File: config.mk
export PLATFORM = sky130hd
export DESIGN_NAME = i2c_master_status_and_data
export DESIGN_NICKNAME = d
export VERILOG_FILES = /design/src/design/i2c_master_pkg.sv /design/src/design/i2c_bus_monitor.sv /design/src/design/i2c_master_status_and_data.sv
export SDC_FILE = /design/constraint.sdc
export NUM_CORES = 1
export LEC_CHECK = 0
export ABC_AREA = 1
export BUFFER_PORTS_ARGS = -buffer_cell sky130_fd_sc_hd__buf_4
export CAP_MARGIN = 20
export CORE_MARGIN = 5
export CORE_UTILIZATION = 64
export CTS_BUF_LIST = sky130_fd_sc_hd__clkbuf_16
export DETAILED_ROUTE_END_ITERATION = 8
export PLACE_DENSITY = 0.86
export SETUP_SLACK_MARGIN = 0.02
export SYNTH_ARGS = -nofsm -noshare
export SYNTH_HDL_FRONTEND = slang
export SYNTH_SLANG_ARGS = --single-unit
File: constraint.sdc
create_clock -name pclk -period 6.4 [get_ports pclk]
set_clock_uncertainty 0.1 [all_clocks]
set_input_delay 1.6 -clock pclk [delete_from_list [all_inputs] [get_ports pclk]]
set_output_delay 1.6 -clock pclk [all_outputs]
set_load 0.02 [all_outputs]
File: src/design/i2c_master_pkg.sv
/*
 * Shared constants and types for the I2C master status and data block.
 * Assumes a 100 MHz APB clock and a 32-bit APB address and data bus.
 */
package i2c_master_pkg;

  // ****************************************
  // timing
  // ****************************************
  localparam int unsigned CLK_PERIOD_NS = 10;
  localparam int unsigned SCL_QUARTER_NS = 2500;
  // least time per quarter bit, rounded up
  localparam int unsigned QUARTER_CYC = (SCL_QUARTER_NS + CLK_PERIOD_NS - 1) / CLK_PERIOD_NS;

  // ****************************************
  // register byte addresses
  // ****************************************
  localparam logic [31:0] ADDR_CTRL = 32'hffff_0900;
  localparam logic [31:0] ADDR_STATUS = 32'hffff_0904;
  localparam logic [31:0] ADDR_RX = 32'hffff_0908;
  localparam logic [31:0] ADDR_TX = 32'hffff_090c;
  localparam logic [31:0] ADDR_XFER = 32'hffff_0930;
  localparam logic [31:0] ADDR_IRQ_ST = 32'hffff_0940;
  localparam logic [31:0] ADDR_IRQ_MASK = 32'hffff_0944;

  // ****************************************
  // status fields
  // ****************************************
  localparam int ST_BUS_BUSY = 10;
  localparam int ST_RX_OVF = 9;
  localparam int ST_DONE = 8;
  localparam int ST_NACK_DATA = 7;
  localparam int ST_ACTIVE = 6;
  localparam int ST_ARB = 5;
  localparam int ST_NACK_ADDR = 4;
  localparam int ST_RXQ = 3;
  localparam int ST_TXQ = 2;
  localparam int ST_TXLVL_LSB = 0;
  localparam logic [1:0] TXLVL_EMPTY = 2'h0;
  localparam logic [1:0] TXLVL_ONE = 2'h1;
  localparam logic [1:0] TXLVL_FULL = 2'h3;
  localparam logic [15:0] STATUS_RESET = 16'h0000;

  // ****************************************
  // control fields
  // ****************************************
  localparam int CTRL_W = 9;
  localparam int CTRL_EN = 0;
  localparam int CTRL_RX_IE = 4;
  localparam int CTRL_TX_IE = 5;
  localparam int CTRL_ARB_IE = 6;
  localparam int CTRL_NACK_IE = 7;
  localparam int CTRL_DONE_IE = 8;
  localparam logic [CTRL_W-1:0] CTRL_RESET = 9'h000;

  // ****************************************
  // transfer register fields
  // ****************************************
  localparam int XF_ADDR_LSB = 0;
  localparam int XF_CNT_LSB = 8;
  localparam int XF_GO = 31;
  localparam logic [7:0] DATA_RESET = 8'h00;
  localparam logic [7:0] RX_IDLE_BYTE = 8'hff;
  localparam logic [3:0] BITS_PER_SLOT = 4'h8;

  // ****************************************
  // types
  // ****************************************
  typedef enum logic [1:0] {ENG_IDLE, ENG_START, ENG_BITS, ENG_STOP} eng_state_type;

  typedef struct packed {
    logic scl;
    logic sda;
    logic start;
    logic stop;
  } bus_cond_type;

  typedef struct packed {
    logic scl_o;
    logic scl_oe;
    logic sda_o;
    logic sda_oe;
  } pad_drive_type;

endpackage : i2c_master_pkg

File: src/design/i2c_bus_monitor.sv
/*
 * Synchronises the SCL and SDA pins into pclk and flags start and stop
 * conditions. Assumes the pins are asynchronous to pclk.
 */
`timescale 1ns/100ps

module i2c_bus_monitor
  import i2c_master_pkg::*;
(
  // clock and reset
  input wire logic pclk,
  input wire logic presetn,
  // pins
  input wire logic scl_i,
  input wire logic sda_i,
  // filtered bus
  output bus_cond_type cond
);

  typedef struct packed {
    logic [2:0] scl_sync;
    logic [2:0] sda_sync;
    bus_cond_type cond;
  } mon_state_type;

  mon_state_type s_q;
  mon_state_type s_d;

  // ****************************************
  // synchroniser and condition detector
  // ****************************************
  always_comb
  begin
    s_d = s_q;
    s_d.scl_sync = {s_q.scl_sync[1:0], scl_i};
    s_d.sda_sync = {s_q.sda_sync[1:0], sda_i};
    s_d.cond.start = 1'b0;
    s_d.cond.stop = 1'b0;
    // a change counts once stages two and three agree
    if (s_q.scl_sync[1] == s_q.scl_sync[2])
    begin
      s_d.cond.scl = s_q.scl_sync[2];
    end
    if (s_q.sda_sync[1] == s_q.sda_sync[2])
    begin
      s_d.cond.sda = s_q.sda_sync[2];
      // sda edge while scl high
      if (s_q.cond.scl && s_d.cond.scl && s_q.cond.sda && !s_d.cond.sda)
      begin
        s_d.cond.start = 1'b1;
      end
      if (s_q.cond.scl && s_d.cond.scl && !s_q.cond.sda && s_d.cond.sda)
      begin
        s_d.cond.stop = 1'b1;
      end
    end
  end

  always_ff @(posedge pclk or negedge presetn)
  begin
    if (!presetn)
    begin
      s_q <= '{scl_sync: 3'h7, sda_sync: 3'h7, cond: '{scl: 1'b1, sda: 1'b1, default: 1'b0}};
    end
    else
    begin
      s_q <= s_d;
    end
  end

  assign cond = s_q.cond;

endmodule : i2c_bus_monitor

File: src/design/i2c_master_status_and_data.sv
/*
 * I2C master with its status, receive and transmit data registers, an APB
 * slave, sticky interrupt flags and a small byte engine.
 * Assumes open-drain SCL/SDA resolved outside; pins are asynchronous.
 */
`timescale 1ns/100ps

module i2c_master_status_and_data
  import i2c_master_pkg::*;
#(
  parameter int FIFO_DEPTH = 2
)
(
  // clock and reset
  input wire logic pclk,
  input wire logic presetn,
  // apb slave
  input wire logic psel,
  input wire logic penable,
  input wire logic pwrite,
  input wire logic [31:0] paddr,
  input wire logic [31:0] pwdata,
  output logic [31:0] prdata,
  output logic pready,
  output logic pslverr,
  // i2c pins
  input wire logic scl_i,
  input wire logic sda_i,
  output pad_drive_type pad,
  // interrupt
  output logic irq
);

  localparam int CW = $clog2(FIFO_DEPTH + 1);
  localparam logic [CW-1:0] FIFO_FULL = CW'(FIFO_DEPTH);
  localparam logic [CW-1:0] ONE_BYTE = CW'(1);
  localparam logic [15:0] QC_LAST = 16'(QUARTER_CYC - 1);

  typedef struct packed {
    eng_state_type st;
    logic [15:0] tick;
    logic [1:0] q;
    logic [3:0] bitn;
    logic [7:0] sh;
    logic [7:0] left;
    logic addr_ph;
    logic rd;
    logic stopreq;
    logic scl_oe;
    logic sda_oe;
    logic go;
    logic [7:0] xaddr;
    logic [7:0] xcnt;
    logic bus_busy;
    logic ovf;
    logic done;
    logic nack_d;
    logic nack_a;
    logic arb;
    logic addr_w;
    logic [CTRL_W-1:0] ctrl;
    logic [7:0] tx_hold;
    logic [FIFO_DEPTH-1:0][7:0] txm;
    logic [CW-1:0] txc;
    logic [FIFO_DEPTH-1:0][7:0] rxm;
    logic [CW-1:0] rxc;
    logic [15:0] irq_st;
    logic [15:0] irq_mask;
    logic [31:0] prdata;
    logic pslverr;
  } state_type;

  state_type s_q;
  state_type s_d;
  bus_cond_type cond;

  logic setup;
  logic access;
  logic tx_push;
  logic tx_pop;
  logic rx_push;
  logic rx_pop;
  logic [7:0] rx_byte;
  logic tick_end;
  logic stall;
  logic receiving;
  logic drive_bit;
  logic [15:0] irq_clr;
  logic [15:0] rise;
  logic [15:0] irq_gate;

  // ****************************************
  // pin synchroniser
  // ****************************************
  i2c_bus_monitor u_mon (
    .pclk(pclk),
    .presetn(presetn),
    .scl_i(scl_i),
    .sda_i(sda_i),
    .cond(cond)
  );

  // ****************************************
  // status word
  // ****************************************
  function automatic logic [15:0] status_of(input state_type x);
    logic [15:0] r;
    logic [1:0] lvl;
    r = STATUS_RESET;
    // level code
    // transmit fifo level
    if (x.txc == '0)
      lvl = TXLVL_EMPTY;
    else if (x.txc == FIFO_FULL)
      lvl = TXLVL_FULL;
    else
      lvl = TXLVL_ONE;
    r[ST_TXLVL_LSB +: 2] = lvl;
    r[ST_BUS_BUSY] = x.bus_busy;
    r[ST_RX_OVF] = x.ovf;
    r[ST_DONE] = x.done;
    r[ST_NACK_DATA] = x.nack_d;
    r[ST_ACTIVE] = (x.st != ENG_IDLE);
    r[ST_ARB] = x.arb;
    r[ST_NACK_ADDR] = x.nack_a;
    r[ST_RXQ] = (x.rxc != '0);
    r[ST_TXQ] = x.addr_w && (x.txc <= ONE_BYTE);
    return r;
  endfunction : status_of

  // ****************************************
  // next state
  // ****************************************
  always_comb
  begin
    s_d = s_q;
    setup = psel && !penable;
    access = psel && penable;
    tx_push = 1'b0;
    tx_pop = 1'b0;
    rx_push = 1'b0;
    rx_pop = 1'b0;
    rx_byte = DATA_RESET;
    irq_clr = 16'h0000;
    receiving = s_q.rd && !s_q.addr_ph;
    drive_bit = 1'b1;
    if (s_q.bitn != 4'h0)
      drive_bit = receiving ? 1'b1 : s_q.sh[7];
    else if (receiving)
      drive_bit = (s_q.left == 8'h00);
    tick_end = (s_q.tick == QC_LAST);
    stall = (s_q.st == ENG_BITS) && (s_q.q == 2'h2) && !cond.scl;

    // bus activity
    // start sets busy
    if (cond.start)
      s_d.bus_busy = 1'b1;
    else if (cond.stop)
      s_d.bus_busy = 1'b0;

    // apb setup: capture read data and error
    if (setup)
    begin
      s_d.pslverr = 1'b0;
      s_d.prdata = 32'h0000_0000;
      case (paddr)
        ADDR_CTRL: s_d.prdata[CTRL_W-1:0] = s_q.ctrl;
        ADDR_STATUS: s_d.prdata[15:0] = status_of(s_q);
        ADDR_RX: s_d.prdata[7:0] = (s_q.rxc != '0) ? s_q.rxm[0] : DATA_RESET;
        ADDR_TX: s_d.prdata = 32'h0000_0000;
        ADDR_XFER: s_d.prdata = {s_q.go, 15'h0000, s_q.xcnt, s_q.xaddr};
        ADDR_IRQ_ST: s_d.prdata[15:0] = s_q.irq_st;
        ADDR_IRQ_MASK: s_d.prdata[15:0] = s_q.irq_mask;
        default: s_d.pslverr = 1'b1;
      endcase
    end

    // apb access: side effects
    if (access && !s_q.pslverr)
    begin
      if (pwrite)
      begin
        case (paddr)
          ADDR_CTRL: s_d.ctrl = pwdata[CTRL_W-1:0];
          ADDR_TX:
          begin
            tx_push = 1'b1;
            s_d.tx_hold = pwdata[7:0];
          end
          ADDR_XFER:
          begin
            s_d.xaddr = pwdata[XF_ADDR_LSB +: 8];
            s_d.xcnt = pwdata[XF_CNT_LSB +: 8];
            s_d.go = pwdata[XF_GO];
          end
          ADDR_IRQ_ST: irq_clr = pwdata[15:0];
          ADDR_IRQ_MASK: s_d.irq_mask = pwdata[15:0];
          default: s_d.irq_mask = s_q.irq_mask;
        endcase
      end
      else if (paddr == ADDR_RX && s_q.rxc != '0)
      begin
        rx_pop = 1'b1;
      end
    end

    // byte engine
    if (s_q.st == ENG_IDLE)
    begin
      s_d.tick = 16'h0000;
      s_d.q = 2'h0;
      s_d.scl_oe = 1'b0;
      s_d.sda_oe = 1'b0;
      // back off while another master holds the bus
      if (s_q.go && s_q.ctrl[CTRL_EN] && !s_q.bus_busy)
      begin
        s_d.st = ENG_START;
        s_d.go = 1'b0;
        s_d.done = 1'b0;
        s_d.nack_a = 1'b0;
        s_d.nack_d = 1'b0;
        s_d.arb = 1'b0;
        s_d.stopreq = 1'b0;
      end
    end
    else if (!stall)
    begin
      s_d.tick = tick_end ? 16'h0000 : s_q.tick + 16'h0001;
      if (tick_end)
      begin
        s_d.q = s_q.q + 2'h1;
        case (s_q.st)
          ENG_START:
          begin
            if (s_q.q == 2'h0)
              s_d.sda_oe = 1'b1;
            if (s_q.q == 2'h1)
              s_d.scl_oe = 1'b1;
            if (s_q.q == 2'h3)
            begin
              s_d.st = ENG_BITS;
              s_d.bitn = BITS_PER_SLOT;
              s_d.sh = s_q.xaddr;
              s_d.addr_ph = 1'b1;
              s_d.rd = s_q.xaddr[0];
            end
          end
          ENG_BITS:
          begin
            case (s_q.q)
              2'h0: s_d.sda_oe = !drive_bit;
              2'h1: s_d.scl_oe = 1'b0;
              2'h2:
              begin
                if (s_q.bitn != 4'h0 && !receiving && drive_bit && !cond.sda)
                begin
                  s_d.arb = 1'b1;
                  s_d.st = ENG_IDLE;
                  s_d.addr_w = 1'b0;
                  s_d.scl_oe = 1'b0;
                  s_d.sda_oe = 1'b0;
                end
                else if (s_q.bitn != 4'h0)
                  s_d.sh = {s_q.sh[6:0], cond.sda};
                else if (!receiving && cond.sda)
                begin
                  s_d.stopreq = 1'b1;
                  if (s_q.addr_ph)
                    s_d.nack_a = 1'b1;
                  else
                    s_d.nack_d = 1'b1;
                end
              end
              default:
              begin
                s_d.scl_oe = 1'b1;
                if (s_q.bitn != 4'h0)
                  s_d.bitn = s_q.bitn - 4'h1;
                else if (s_q.stopreq)
                  s_d.st = ENG_STOP;
                else if (s_q.addr_ph && s_q.rd)
                begin
                  s_d.addr_ph = 1'b0;
                  s_d.bitn = BITS_PER_SLOT;
                  s_d.sh = RX_IDLE_BYTE;
                  s_d.left = s_q.xcnt;
                end
                else if (receiving)
                begin
                  rx_push = 1'b1;
                  rx_byte = s_q.sh;
                  s_d.sh = RX_IDLE_BYTE;
                  if (s_q.left == 8'h00)
                    s_d.st = ENG_STOP;
                  else
                  begin
                    s_d.left = s_q.left - 8'h01;
                    s_d.bitn = BITS_PER_SLOT;
                  end
                end
                else
                begin
                  // address + write sent, feed next byte
                  s_d.addr_w = 1'b1;
                  s_d.addr_ph = 1'b0;
                  if (s_q.txc != '0)
                  begin
                    tx_pop = 1'b1;
                    s_d.sh = s_q.txm[0];
                    s_d.bitn = BITS_PER_SLOT;
                  end
                  else
                    s_d.st = ENG_STOP;
                end
              end
            endcase
          end
          ENG_STOP:
          begin
            case (s_q.q)
              2'h0: s_d.sda_oe = 1'b1;
              2'h1: s_d.scl_oe = 1'b0;
              2'h2: s_d.sda_oe = 1'b0;
              default:
              begin
                s_d.st = ENG_IDLE;
                s_d.done = 1'b1;
                s_d.addr_w = 1'b0;
              end
            endcase
          end
          default: s_d.st = ENG_IDLE;
        endcase
      end
    end

    // transmit fifo, head at index 0
    if (tx_pop)
    begin
      for (int i = 0; i < FIFO_DEPTH - 1; i++)
        s_d.txm[i] = s_q.txm[i+1];
      s_d.txc = s_q.txc - ONE_BYTE;
    end
    // writes to a full fifo are dropped
    if (tx_push && (s_d.txc != FIFO_FULL))
    begin
      s_d.txm[s_d.txc] = pwdata[7:0];
      s_d.txc = s_d.txc + ONE_BYTE;
    end

    // receive fifo
    if (rx_pop)
    begin
      for (int i = 0; i < FIFO_DEPTH - 1; i++)
        s_d.rxm[i] = s_q.rxm[i+1];
      s_d.rxc = s_q.rxc - ONE_BYTE;
      s_d.ovf = 1'b0;
    end
    if (rx_push)
    begin
      if (s_d.rxc == FIFO_FULL)
        s_d.ovf = 1'b1;
      else
      begin
        s_d.rxm[s_d.rxc] = rx_byte;
        s_d.rxc = s_d.rxc + ONE_BYTE;
      end
    end

    // sticky interrupt flags, set wins over clear
    // enables gate event sources, except overflow which is always passed
    irq_gate = 16'h0000;
    irq_gate[ST_RX_OVF] = 1'b1;
    irq_gate[ST_DONE] = s_q.ctrl[CTRL_DONE_IE];
    irq_gate[ST_NACK_DATA] = s_q.ctrl[CTRL_NACK_IE];
    irq_gate[ST_NACK_ADDR] = s_q.ctrl[CTRL_NACK_IE];
    irq_gate[ST_ARB] = s_q.ctrl[CTRL_ARB_IE];
    irq_gate[ST_TXQ] = s_q.ctrl[CTRL_TX_IE];
    irq_gate[ST_RXQ] = s_q.ctrl[CTRL_RX_IE];
    rise = status_of(s_d) & ~status_of(s_q) & irq_gate;
    s_d.irq_st = (s_q.irq_st & ~irq_clr) | rise;
  end

  always_ff @(posedge pclk or negedge presetn)
  begin
    if (!presetn)
    begin
      s_q <= '0;
    end
    else
    begin
      s_q <= s_d;
    end
  end

  // ****************************************
  // outputs
  // ****************************************
  assign pready = psel && penable;
  assign prdata = s_q.prdata;
  assign pslverr = s_q.pslverr && psel && penable;
  assign pad = '{scl_o: 1'b0, scl_oe: s_q.scl_oe, sda_o: 1'b0, sda_oe: s_q.sda_oe};
  assign irq = |(s_q.irq_st & s_q.irq_mask);

endmodule : i2c_master_status_and_data

Word-level counts from Yosys, hierarchy flattened

Cells that the tools add are included.

Add/subtract/negate cells: 8
$lt $le $gt $ge: 6
Equal/unequal tests: 48
Multiplexer cells: 156
Bitwise gates (word level): 12
Reductions and logical operators: 69

Operator list:

| operator                                                         | number |
|---|---|
| 32-bit == test (second input constant)                           | 7 |
| 21-bit two-way mux                                               | 8 |
| 8-bit two-way mux                                                | 17 |
| 16-bit two-way mux                                               | 5 |
| 17-bit two-way mux                                               | 4 |
| 1-bit two-way mux                                                | 60 |
| 10-bit two-way mux                                               | 5 |
| 8-bit case mux with 6 select lines                               | 1 |
| 45-bit two-way mux                                               | 1 |
| 2-bit two-way mux                                                | 22 |
| 12-bit two-way mux                                               | 3 |
| 16-bit bitwise AND                                               | 2 |
| 16-bit bitwise mux                                               | 2 |
| 7-bit case mux with 4 select lines                               | 1 |
| 27-bit two-way mux                                               | 1 |
| 9-bit AND reduction                                              | 3 |
| 1-bit logical AND                                                | 26 |
| 8-bit by 6-bit != test with 1-bit output (second input constant) | 3 |
| 12-bit case mux with 2 select lines                              | 1 |
| 20-bit two-way mux                                               | 1 |
| 4-bit two-way mux                                                | 5 |
| 2-bit nonzero test                                               | 10 |
| 3-bit != test (second input constant)                            | 6 |
| 16-bit by 1-bit adder with 16-bit output (second input constant) | 1 |
| other kinds (54)                                                 | 104 |

Register bits after elaboration: 189
Output and inout port bits: 39

Logic depth before layout (Yosys ltp)

Gate-level depths: netlist of the first run.

Depth after elaboration: 24
Depth in mapped cells: 18
Mapped depth without buffers: 16

Cells and area by module

A second synthesis of the first run with hierarchy kept.

Cells, all modules: 1,286
Area total of the unflattened synthesis: 9,927.0 µm²

By module, submodules not included:

| module                     | times used | cells each | area an instance (µm²) | sequential area each (µm²) |
|---|---|---|---|---|
| i2c_master_status_and_data | 1          | 1,260      | 9,584.2                | 4,103.9 |
| i2c_bus_monitor            | 1          | 26         | 342.8                  | 260.2 |

Worst setup path after synthesis of the first run

Ideal clock, no wire load.

Kind: input port to flip-flop
From: input paddr[15]
To: register s_q[81] (netlist bit)
Library setup time: 0.127 ns
Data arrival time: 3.541 ns
Slack: 2.632 ns
Stages on the path: 14
Path through: nor2_1 > nand2_1 > nor2_2 > nand3_1 > nor2_1 > nand3_1 > o21ai_0 > inv_1 > ha_1 > inv_1 > nand4_1 > buf_2 > nand2_1 > o21ai_0

Cells in the longest elaborated chain, start to end: 11
Elaborated cells between the ends (all ways): 15
Classes of those cells: 2 x order compare; 2 x eq/ne; 7 x mux; 1 x bitwise; 3 x reduce/logical

RTL lines:

| element                                                                                                                          | RTL line                          | source |
|---|---|---|
| from (decl)                                                                                                                      | i2c_master_status_and_data.sv:21  | `input wire logic [31:0] paddr,` |
| 32-bit == test *                                                                                                                 | i2c_master_status_and_data.sv:201 | `else if (paddr == ADDR_RX && s_q.rxc != '0)` |
| 1-bit logical AND *                                                                                                              | i2c_master_status_and_data.sv:201 |  |
| 1-bit two-way mux *                                                                                                              | i2c_master_status_and_data.sv:201 |  |
| 1-bit two-way mux *                                                                                                              | i2c_master_status_and_data.sv:181 | `if (pwrite)` |
| 1-bit two-way mux *                                                                                                              | i2c_master_status_and_data.sv:179 | `if (access && !s_q.pslverr)` |
| 10-bit two-way mux *                                                                                                             | i2c_master_status_and_data.sv:352 | `if (rx_pop)` |
| 2-bit by 1-bit greater-or-equal comparator with 1-bit output (implied by the code) or 2-bit less-than comparator (tied branches) | i2c_master_status_and_data.sv:365 | `s_d.rxm[s_d.rxc] = rx_byte;` |
| 1-bit logical AND (implied by the code)                                                                                          | i2c_master_status_and_data.sv:365 |  |
| 8-bit two-way mux (implied by the code)                                                                                          | i2c_master_status_and_data.sv:365 |  |
| 8-bit demux with 1-bit select                                                                                                    | i2c_master_status_and_data.sv:365 |  |
| 16-bit bitwise mux                                                                                                               | i2c_master_status_and_data.sv:365 |  |
| to (signal assigned)                                                                                                             | i2c_master_status_and_data.sv:388 | `s_q <= '0;` |
| to (signal assigned)                                                                                                             | i2c_master_status_and_data.sv:392 | `s_q <= s_d;` |
| to (decl)                                                                                                                        | i2c_master_status_and_data.sv:73  | `state_type s_q;` |

Every way passes the cells marked *; elsewhere a longest branch is shown, timed or not.
A chain may end at the register's enable or synchronous reset.

Worst setup path in the final report of the first run

From: input paddr[25]
To: register s_q[79] (netlist bit)

Same word-level chain as after synthesis.

==> run summary, run 1 <==
IO Count = 110
Post-Place Setup Slack = 1.50 ns
# fillers = 1,157
crit share post-route = 71.7%
CTS clk-pin slew, worst paths = 0.06 ns
fin util = 72.1%
FFs w/ async S/R, synth = 100%
Core ar. = 0.0151 sq mm
Worst Tran Pin Value = 1.04 ns
Seq cells post-synth = 174
post-synthesis cell count = 1,306
post-route setup TNS = 0 ns
Pre-antenna DRT Iters = 6
crit start category = primary input
Slew Limit Fails = 0
CP Capture Type = flip-flop
hold slack = 0.255 ns
CP Class = in2reg
post-synth top area cell = dfrtp_1
hold path depth = 0
slowest CP cell = nor2_1
via count = 9,058
top cells by area, synth = dfrtp_1 42%, nand2_1 14%, inv_1 6.7%
area of the die = 0.0180 sq mm
Nets = 1,443
GR Util All Layers = 30.0%
post-synth cell types = 45
LEAKAGE = 5.53 nW
Num Clock Sinks = 174
Initial Util = 65.1%
clock latency on the worst-skew pair = 0.43 ns
Post-synth EDFFs = 0
initial antenna violation count = 0
R2R depth = 12
H-tree lvl count = 4
Post CTS Setup Buffer Count = 0
Reg2Reg Capture Point = s_q[90]$_DFF_PN0_
status = finished clean
# hold bufs at CTS = 0
diode count = 0
RR Startpoint = s_q[167]$_DFFE_PN0P_
via count of the first global-routing pass = 8,587
cts bufs inserted = 17
Root Driver = clkbuf_16
CTS tree = built
Fmax = 218 MHz
RSZ-0062 raised after global routing = false
register area share after synthesis = 44.3%
cell area after synthesis = 0.00986 sq mm
FP Rows = 45
Post-DRT Antenna Nets = 0
R2R Setup Slk = 2.70 ns
CP Cell Sequence = buf_4 -> nand2_1 -> nor2_1 -> nand2_1 -> nor2_1 -> nand2_1 -> nor2_1 -> nand3_1 -> o21ai_0 -> inv_1 -> ha_1 -> inv_1 -> nand4_1 -> o21ai_0
gp weighted congestion = 0.963
largest net degree at the start of global routing = 100
multi-input logic area = 0.00443 sq mm
P&R area growth vs syn = 10.8%
Yosys warnings = 0
first-pass GRT wire length = 43,000 microns
dominant synthesized flop cell = dfrtp_1
Min-Delay Endpoint = u_mon.s_d[6]$_DFF_PN1_
Max-slew headroom = 30.7%
total gr overflow = 0
Max IR drop VDD = 211 uV
crit-path max FO = 16
CP required = 6.63 ns
Vias/cell = 5.83
setup ws final = 1.81 ns
most instantiated library cell after synthesis = nand2_1
crit-path max cell delay = 0.62 ns
Die Wd = 134 microns
worst setup path startpoint = paddr[25]
# setup viols final = 0
DRC viols = 0
Die Ht = 134 microns
final hold viol count = 0
HPWL after DPL = 19,300 microns
clk buf depth = 2
top cell type's share of synthesized area = 42.1%
Post-CTS Resized = 0
Post-synth top cells = 365 x nand2_1, 177 x inv_1, 166 x dfrtp_1
PD cells = 206 mW/mm^2
Syn Area/Cell = 7.55 sq um
Routed WL per cell = 17.0 microns
first-iteration detailed-routing DRC count = 1,082
Sequential Area = 0.00436 sq mm
class of the worst hold path = reg2reg
hold path start = u_mon.s_d[5]$_DFF_PN1_
fin crit period = 4.59 ns
port bufs = 77
Max-Cap Viols = 0
layout cell share with drive strength beyond 1 = 12.2%
CP arrival = 4.82 ns
DRT Wirelength = 26,400 microns
[cells by family after synthesis]
kind of cell,share of synthesized area (%)
and+or+nand+nor,27.6
buffers and inverters,11.4
adders and majority gates,2.41
muxes,0.203
xor gates and xnor gates,1.14
DFF,44.3
AOI/OAI and AO/OA,13.0
other,0.0380
[cell type report]
class	instances	area share, %
Inverter	184	6.32
Timing Repair Buffer	81	5.60
Multi-Input combinational cell	895	40.6
Sequential cell	174	40.0
Tap cell	188	2.15
Clock inverter	14	1.46
Clock buffer	17	3.90
[state kept, by name, indices dropped and copies added (netlist names)]
name	count
irq_gate	5
pad	2
prdata	17
s_q	140
u_mon.cond	4
u_mon.s_d	4
u_mon.s_q	2
[worst max-delay path by stage]
stage | slack [ns] | to | cells past startpoint
after floorplan | 2.63 | s_q[81]$_DFFE_PN0P_ | 14
after global placement | 1.59 | s_q[78]$_DFFE_PN0P_ | 14
after detailed placement | 1.50 | s_q[76]$_DFFE_PN0P_ | 14
after CTS | 1.91 | s_q[76]$_DFFE_PN0P_ | 14
after global routing | 1.52 | s_q[79]$_DFFE_PN0P_ | 14
final | 1.81 | s_q[79]$_DFFE_PN0P_ | 14
[critical path: cells and delay by family]
family                   cells  cell delay, ns
adder cells (fa/ha/maj)      1            0.21
buffers and inverters        3            0.27
AND/OR/NAND/NOR              8            1.92
AO/OA/AOI/OAI                2            0.79
[metrics by stage]
step | power (mW) | instance area, sq um | cells
final | 2.25 | 10900 | 1553
after global routing | 2.32 | 10900 | 1553
after detailed placement | 1.23 | 10300 | 1522
after floorplan | 1.17 | 9920 | 1322
after global placement | 1.23 | 10300 | 1522
after CTS | 2.26 | 10900 | 1553
[layout by cell type (no fill, tap or decap), drive strengths merged, types with 2 or more instances in the layout]
master,n
nand2,373
inv,190
dfrtp,166
o21ai,146
nor2,98
nand3,84
buf,81
nand4,32
nor3,25
a21oi,24
ha,19
conb,17
clkbuf,17
o211ai,16
o22ai,15
a221oi,8
dfstp,8
xor2,8
clkinv,5
nor4,4
o31ai,4
o2111ai,4
xnor2,4
nand3b,3
or2,2
mux2i,2
bufinv,2
[metal layers]
metal  global-route usage [%]  wire length (microns)
met3                     5.78                   2390
met1                     39.6                  10400
met2                     49.4                  12700
met4                     11.5                    976
met5                        0                      0
[power breakdown]
group          switching (mW)  internal [mW]
clock                   0.451          0.582
combinational          0.0671         0.0315
sequential            0.00654           1.11
(Power assumes the default switching activity.)
==> inputs of run 2 (changes only) <==
--- a/config.mk
+++ b/config.mk
@@ -9,10 +9,10 @@
 export BUFFER_PORTS_ARGS = -buffer_cell sky130_fd_sc_hd__buf_4
 export CAP_MARGIN = 20
 export CORE_MARGIN = 5
-export CORE_UTILIZATION = 64
+export CORE_UTILIZATION = 54
 export CTS_BUF_LIST = sky130_fd_sc_hd__clkbuf_16
 export DETAILED_ROUTE_END_ITERATION = 8
-export PLACE_DENSITY = 0.86
+export PLACE_DENSITY = 0.77
 export SETUP_SLACK_MARGIN = 0.02
 export SYNTH_ARGS = -nofsm -noshare
 export SYNTH_HDL_FRONTEND = slang
==> constraint.sdc (replaced) <==
create_clock -name pclk -period 4.15 [get_ports pclk]
set_clock_uncertainty 0.1 [all_clocks]
set_input_delay 1.0375 -clock pclk [delete_from_list [all_inputs] [get_ports pclk]]
set_output_delay 1.0375 -clock pclk [all_outputs]
set_load 0.02 [all_outputs]
==> run 2 against run 1 <==
Die area grew 17%. Setup slack lost 1.1 ns. Combinational power grew 56%. Sequential share of layout area shrank 0.54 points. Clock power grew 54%. Critical path type is now reg2reg. Largest power group unchanged.
==> run summary, run 2 (synthesized netlist as in run 1, its figures left out) <==
Root Driver = clkbuf_16
IO Count = 110
layout cell share with drive strength beyond 1 = 13.0%
final hold viol count = 0
HPWL after DPL = 19,200 microns
Worst Tran Pin Value = 0.942 ns
largest net degree at the start of global routing = 87
# hold bufs at CTS = 0
Routed WL per cell = 16.4 microns
CP Capture Type = flip-flop
crit-path max FO = 21
Max IR drop VDD = 308 uV
gp weighted congestion = 0.973
clock latency on the worst-skew pair = 0.44 ns
Fmax = 287 MHz
Initial Util = 54.9%
placed cell count = 1,573
Vias/cell = 5.58
via count of the first global-routing pass = 8,419
port bufs = 77
RSZ-0062 raised after global routing = false
CTS clk-pin slew, worst paths = 0.07 ns
first-pass GRT wire length = 42,700 microns
Nets = 1,453
# setup viols final = 0
first-iteration detailed-routing DRC count = 913
CTS tree = built
DRT Wirelength = 26,300 microns
DRC viols = 0
# fillers = 1,524
max reg flops = 140
Biggest register = s_q
Max-slew headroom = 37.1%
PD cells = 313 mW/mm^2
Slew Limit Fails = 0
class of the worst hold path = reg2reg
post-route setup TNS = 0 ns
Post-CTS Resized = 0
status = finished clean
initial antenna violation count = 0
GR Util All Layers = 24.6%
P&R area growth vs syn = 12.3%
most common cell after layout, fill and taps aside = nand2_1
diode count = 0
Post CTS Setup Buffer Count = 0
CP required = 4.40 ns
Core ar. = 0.0180 sq mm
crit start category = flip-flop
area of the die = 0.0211 sq mm
fin util = 61.6%
total gr overflow = 0
crit share post-route = 83.9%
cts bufs inserted = 17
H-tree lvl count = 4
CP Class = reg2reg
clk buf depth = 2
CP arrival = 3.74 ns
Die Wd = 145 microns
LEAKAGE = 5.58 nW
Post-DRT Antenna Nets = 0
Max-Cap Viols = 0
most frequent cells in the layout = 365 x nand2_1, 177 x inv_1, 166 x dfrtp_1
multi-input logic area = 0.00443 sq mm
Sequential Area = 0.00436 sq mm
via count = 8,959
Num Clock Sinks = 174
Die Ht = 145 microns
Non-Filler Instances = 1,605
FP Rows = 49
Pre-antenna DRT Iters = 8
fin crit period = 3.48 ns
run 2: cell count changes in the layout (fill, tap and decap cells not counted):
cell	previous run	this run
buf_4	80	89
clkinv_8	0	5
bufinv_16	2	0
clkinv_4	3	1
buf_12	0	1
clkinv_2	2	1
clkinvlp_4	1	2
inv_1	178	177
inv_6	2	3
run 2: worst paths after layout:
| path | from | to | slack, ns | cells after the start |
|---|---|---|---|---|
| max in group asynchronous | presetn | s_q[132]$_DFFE_PN0P_ | 2.64 | 2 |
| setup reg to reg | s_q[167]$_DFFE_PN0P_ | s_q[88]$_DFF_PN0_ | 0.67 | 15 |
| hold / removal | u_mon.s_d[8]$_DFF_PN1_ | u_mon.s_d[9]$_DFF_PN1_ | 0.26 | 0 |
| hold reg to reg | u_mon.s_d[8]$_DFF_PN1_ | u_mon.s_d[9]$_DFF_PN1_ | 0.26 | 0 |
| min in group asynchronous | presetn | s_q[152]$_DFFE_PN0P_ | 0.45 | 1 |
| setup / recovery | s_q[167]$_DFFE_PN0P_ | s_q[88]$_DFF_PN0_ | 0.67 | 15 |
run 2: stage by stage:
step | power, mW | hold slack, ns | worst slack (ns) | cell area [sq um]
after floorplan | 1.81 | 0.245 | 0.945 | 9920
after global placement | 1.90 | 0.245 | 0.599 | 10500
after detailed placement | 1.91 | 0.249 | 0.487 | 10500
after CTS | 3.49 | 0.259 | 0.699 | 11100
after global routing | 3.57 | 0.262 | 0.405 | 11100
final | 3.46 | 0.257 | 0.667 | 11100
run 2: power by group:
group          internal (mW)  switching [mW]  total [mW]
sequential              1.71         0.00958        1.72
combinational         0.0500           0.104       0.154
clock                  0.808           0.784        1.59
total                   2.57           0.897        3.46
run 2: metal layers:
layer / track usage (%) / wire length, microns
met1: 32.3 / 10900
met2: 39.6 / 12500
met3: 5.55 / 1990
met4: 9.70 / 807
met5: 0 / 0
run 2: worst max-delay path, stage by stage (launching register included):
cell      delay, ns
dfrtp_1        0.41
inv_1          0.12
ha_1           0.33
nand2_4        0.12
nor2_4         0.31
inv_2          0.28
nand3_2        0.18
xor2_2         0.26
ha_1           0.21
inv_1          0.05
nand3_1        0.08
buf_4          0.20
inv_1          0.06
nand2_1        0.35
o211ai_1       0.18
o21ai_0        0.11
run 2: cell type report:
cell class / count / area share (%)
clock buffers: 17 / 3.84
clock inverters: 15 / 1.54
inverters: 184 / 6.24
multi-input cells: 895 / 40.1
flip-flops and latches: 174 / 39.4
well taps: 229 / 2.59
repair buffers: 91 / 6.32
==> inputs of run 3 (changes only) <==
--- a/config.mk
+++ b/config.mk
@@ -9,10 +9,10 @@
 export BUFFER_PORTS_ARGS = -buffer_cell sky130_fd_sc_hd__buf_4
 export CAP_MARGIN = 20
 export CORE_MARGIN = 5
-export CORE_UTILIZATION = 54
+export CORE_UTILIZATION = 59
 export CTS_BUF_LIST = sky130_fd_sc_hd__clkbuf_16
 export DETAILED_ROUTE_END_ITERATION = 8
-export PLACE_DENSITY = 0.77
+export PLACE_DENSITY = 0.8
 export SETUP_SLACK_MARGIN = 0.02
 export SYNTH_ARGS = -nofsm -noshare
 export SYNTH_HDL_FRONTEND = slang
==> constraint.sdc (replaced) <==
create_clock -name pclk -period 3.3 [get_ports pclk]
set_clock_uncertainty 0.1 [all_clocks]
set_input_delay 0.825 -clock pclk [delete_from_list [all_inputs] [get_ports pclk]]
set_output_delay 0.825 -clock pclk [all_outputs]
set_load 0.02 [all_outputs]
==> run 3 against run 2 <==
Global-route usage up 2.9 points. Non-clock buffer count increased by 17. Count of clock-buffer cells in the layout is the same. Total power increased by 26%. Largest power group unchanged. Highest routed layer unchanged. Clock power is 26% higher. Final cell count increased by 0.50%. Combinational power rose by 29%. Register-to-register slack got worse by 0.42 ns. Utilization is 6.4 points higher.
==> run summary, run 3 (synthesized netlist as in run 1, its figures left out) <==
# fillers = 1,389
layout cell share with drive strength beyond 1 = 14.1%
Worst Tran Pin Value = 0.709 ns
Num Clock Sinks = 174
multi-input logic area = 0.00445 sq mm
FP Rows = 47
Max IR drop VDD = 385 uV
via count = 8,954
diode count = 0
GR Util All Layers = 27.5%
Die Wd = 139 microns
Core ar. = 0.0165 sq mm
largest net degree at the start of global routing = 66
post-route setup TNS = 0 ns
Slew Limit Fails = 0
CP arrival = 3.24 ns
fin crit period = 3.05 ns
first-pass GRT wire length = 43,400 microns
clk buf depth = 2
Initial Util = 59.9%
Non-Filler Instances = 1,613
first-iteration detailed-routing DRC count = 944
via count of the first global-routing pass = 8,686
most common cell after layout, fill and taps aside = nand2_1
post-route cell area = 0.0112 sq mm
most frequent cells in the layout = 365 x nand2_1, 178 x inv_1, 166 x dfrtp_1
area of the die = 0.0194 sq mm
Fmax = 327 MHz
crit share post-route = 92.6%
H-tree lvl count = 4
Die Ht = 139 microns
total chip power = 4.36 mW
Sequential Area = 0.00436 sq mm
CP Class = reg2reg
LEAKAGE = 5.67 nW
port bufs = 77
Area after DPL = 0.0106 sq mm
CTS tree = built
PD cells = 390 mW/mm^2
Biggest register = s_q
fin util = 68.0%
status = finished clean
initial antenna violation count = 0
CTS clk-pin slew, worst paths = 0.07 ns
DRT Wirelength = 26,300 microns
Nets = 1,470
max reg flops = 140
# setup viols final = 0
Post-DRT Antenna Nets = 0
P&R area growth vs syn = 13.6%
Max-slew headroom = 52.6%
Pre-antenna DRT Iters = 6
final hold viol count = 0
CP Capture Type = flip-flop
class of the worst hold path = reg2reg
IO Count = 110
placed cell count = 1,581
gp weighted congestion = 0.995
cts bufs inserted = 17
clock latency on the worst-skew pair = 0.43 ns
crit-path max FO = 16
CP required = 3.49 ns
Root Driver = clkbuf_16
Max-Cap Viols = 0
DRC viols = 0
Routed WL per cell = 16.3 microns
Vias/cell = 5.55
crit start category = flip-flop
RSZ-0062 raised after global routing = false
total gr overflow = 0
HPWL after DPL = 19,800 microns
[run 3: changes by cell type in the layout (fill, tap and decap cells not counted), sizes merged]
| cell | delta |
|---|---|
| clkinvlp | +1 |
| inv | +1 |
| buf | +17 |
| bufinv | +2 |
| clkinv | -4 |
[run 3: stage by stage]
step | worst slack [ns] | hold slack [ns]
floorplan | 0.307 | 0.245
global placement | 0.0341 | 0.246
detailed placement | -0.104 | 0.247
CTS | 0.199 | 0.257
global route | 0.0137 | 0.261
finish | 0.245 | 0.256
[run 3: layout make-up]
class                   count  share of cell area, %
clock buffers              17                   3.80
clock inverters            15                   1.43
inverters                 184                   6.16
multi-input cells         895                   39.7
flip-flops and latches    174                   39.0
well taps                 220                   2.46
repair buffers            108                   7.49
[run 3: critical path, cell delays in order (launching register included)]
cell and delay [ns]:
dfrtp_1 0.44, inv_1 0.11, ha_1 0.23, inv_1 0.11, nand3_1 0.13, nor4_2 0.27, nand3_2 0.15, xor2_2 0.20
ha_1 0.21, inv_1 0.08, nand3_1 0.12, inv_1 0.08, nand2_1 0.31, o211ai_1 0.24, o21ai_0 0.14
[run 3: repair_timing]
action,4_1_cts,5_1_grt
endpoints found under the setup margin,0,13
resized for setup,0,2
hold buffers,0,0
setup buffers,0,0
[run 3: worst paths after layout]
path / end / cells after the start / startpoint / slack (ns)
max reg2reg: s_q[91]$_DFF_PN0_ / 14 / s_q[83]$_DFF_PN0_ / 0.25
min reg2reg: u_mon.s_d[6]$_DFF_PN1_ / 0 / u_mon.s_d[5]$_DFF_PN1_ / 0.26
min: u_mon.s_d[6]$_DFF_PN1_ / 0 / u_mon.s_d[5]$_DFF_PN1_ / 0.26
min in group asynchronous: s_q[179]$_DFFE_PN0N_ / 1 / presetn / 0.27
max: s_q[91]$_DFF_PN0_ / 14 / s_q[83]$_DFF_PN0_ / 0.25
max in group asynchronous: s_q[137]$_DFFE_PN0P_ / 2 / presetn / 2.10
[run 3: per-layer routing]
metal,GRT usage [%],wire length (microns)
met4,10.6,889
met1,35.9,10900
met2,44.8,12500
met3,6.42,2070
met5,0,0
[run 3: report_power, final]
group          switching (mW)  internal (mW)  total (mW)
clock                   0.876           1.13        2.00
combinational           0.131         0.0671       0.198
sequential             0.0128           2.15        2.16
total                    1.02           3.34        4.36
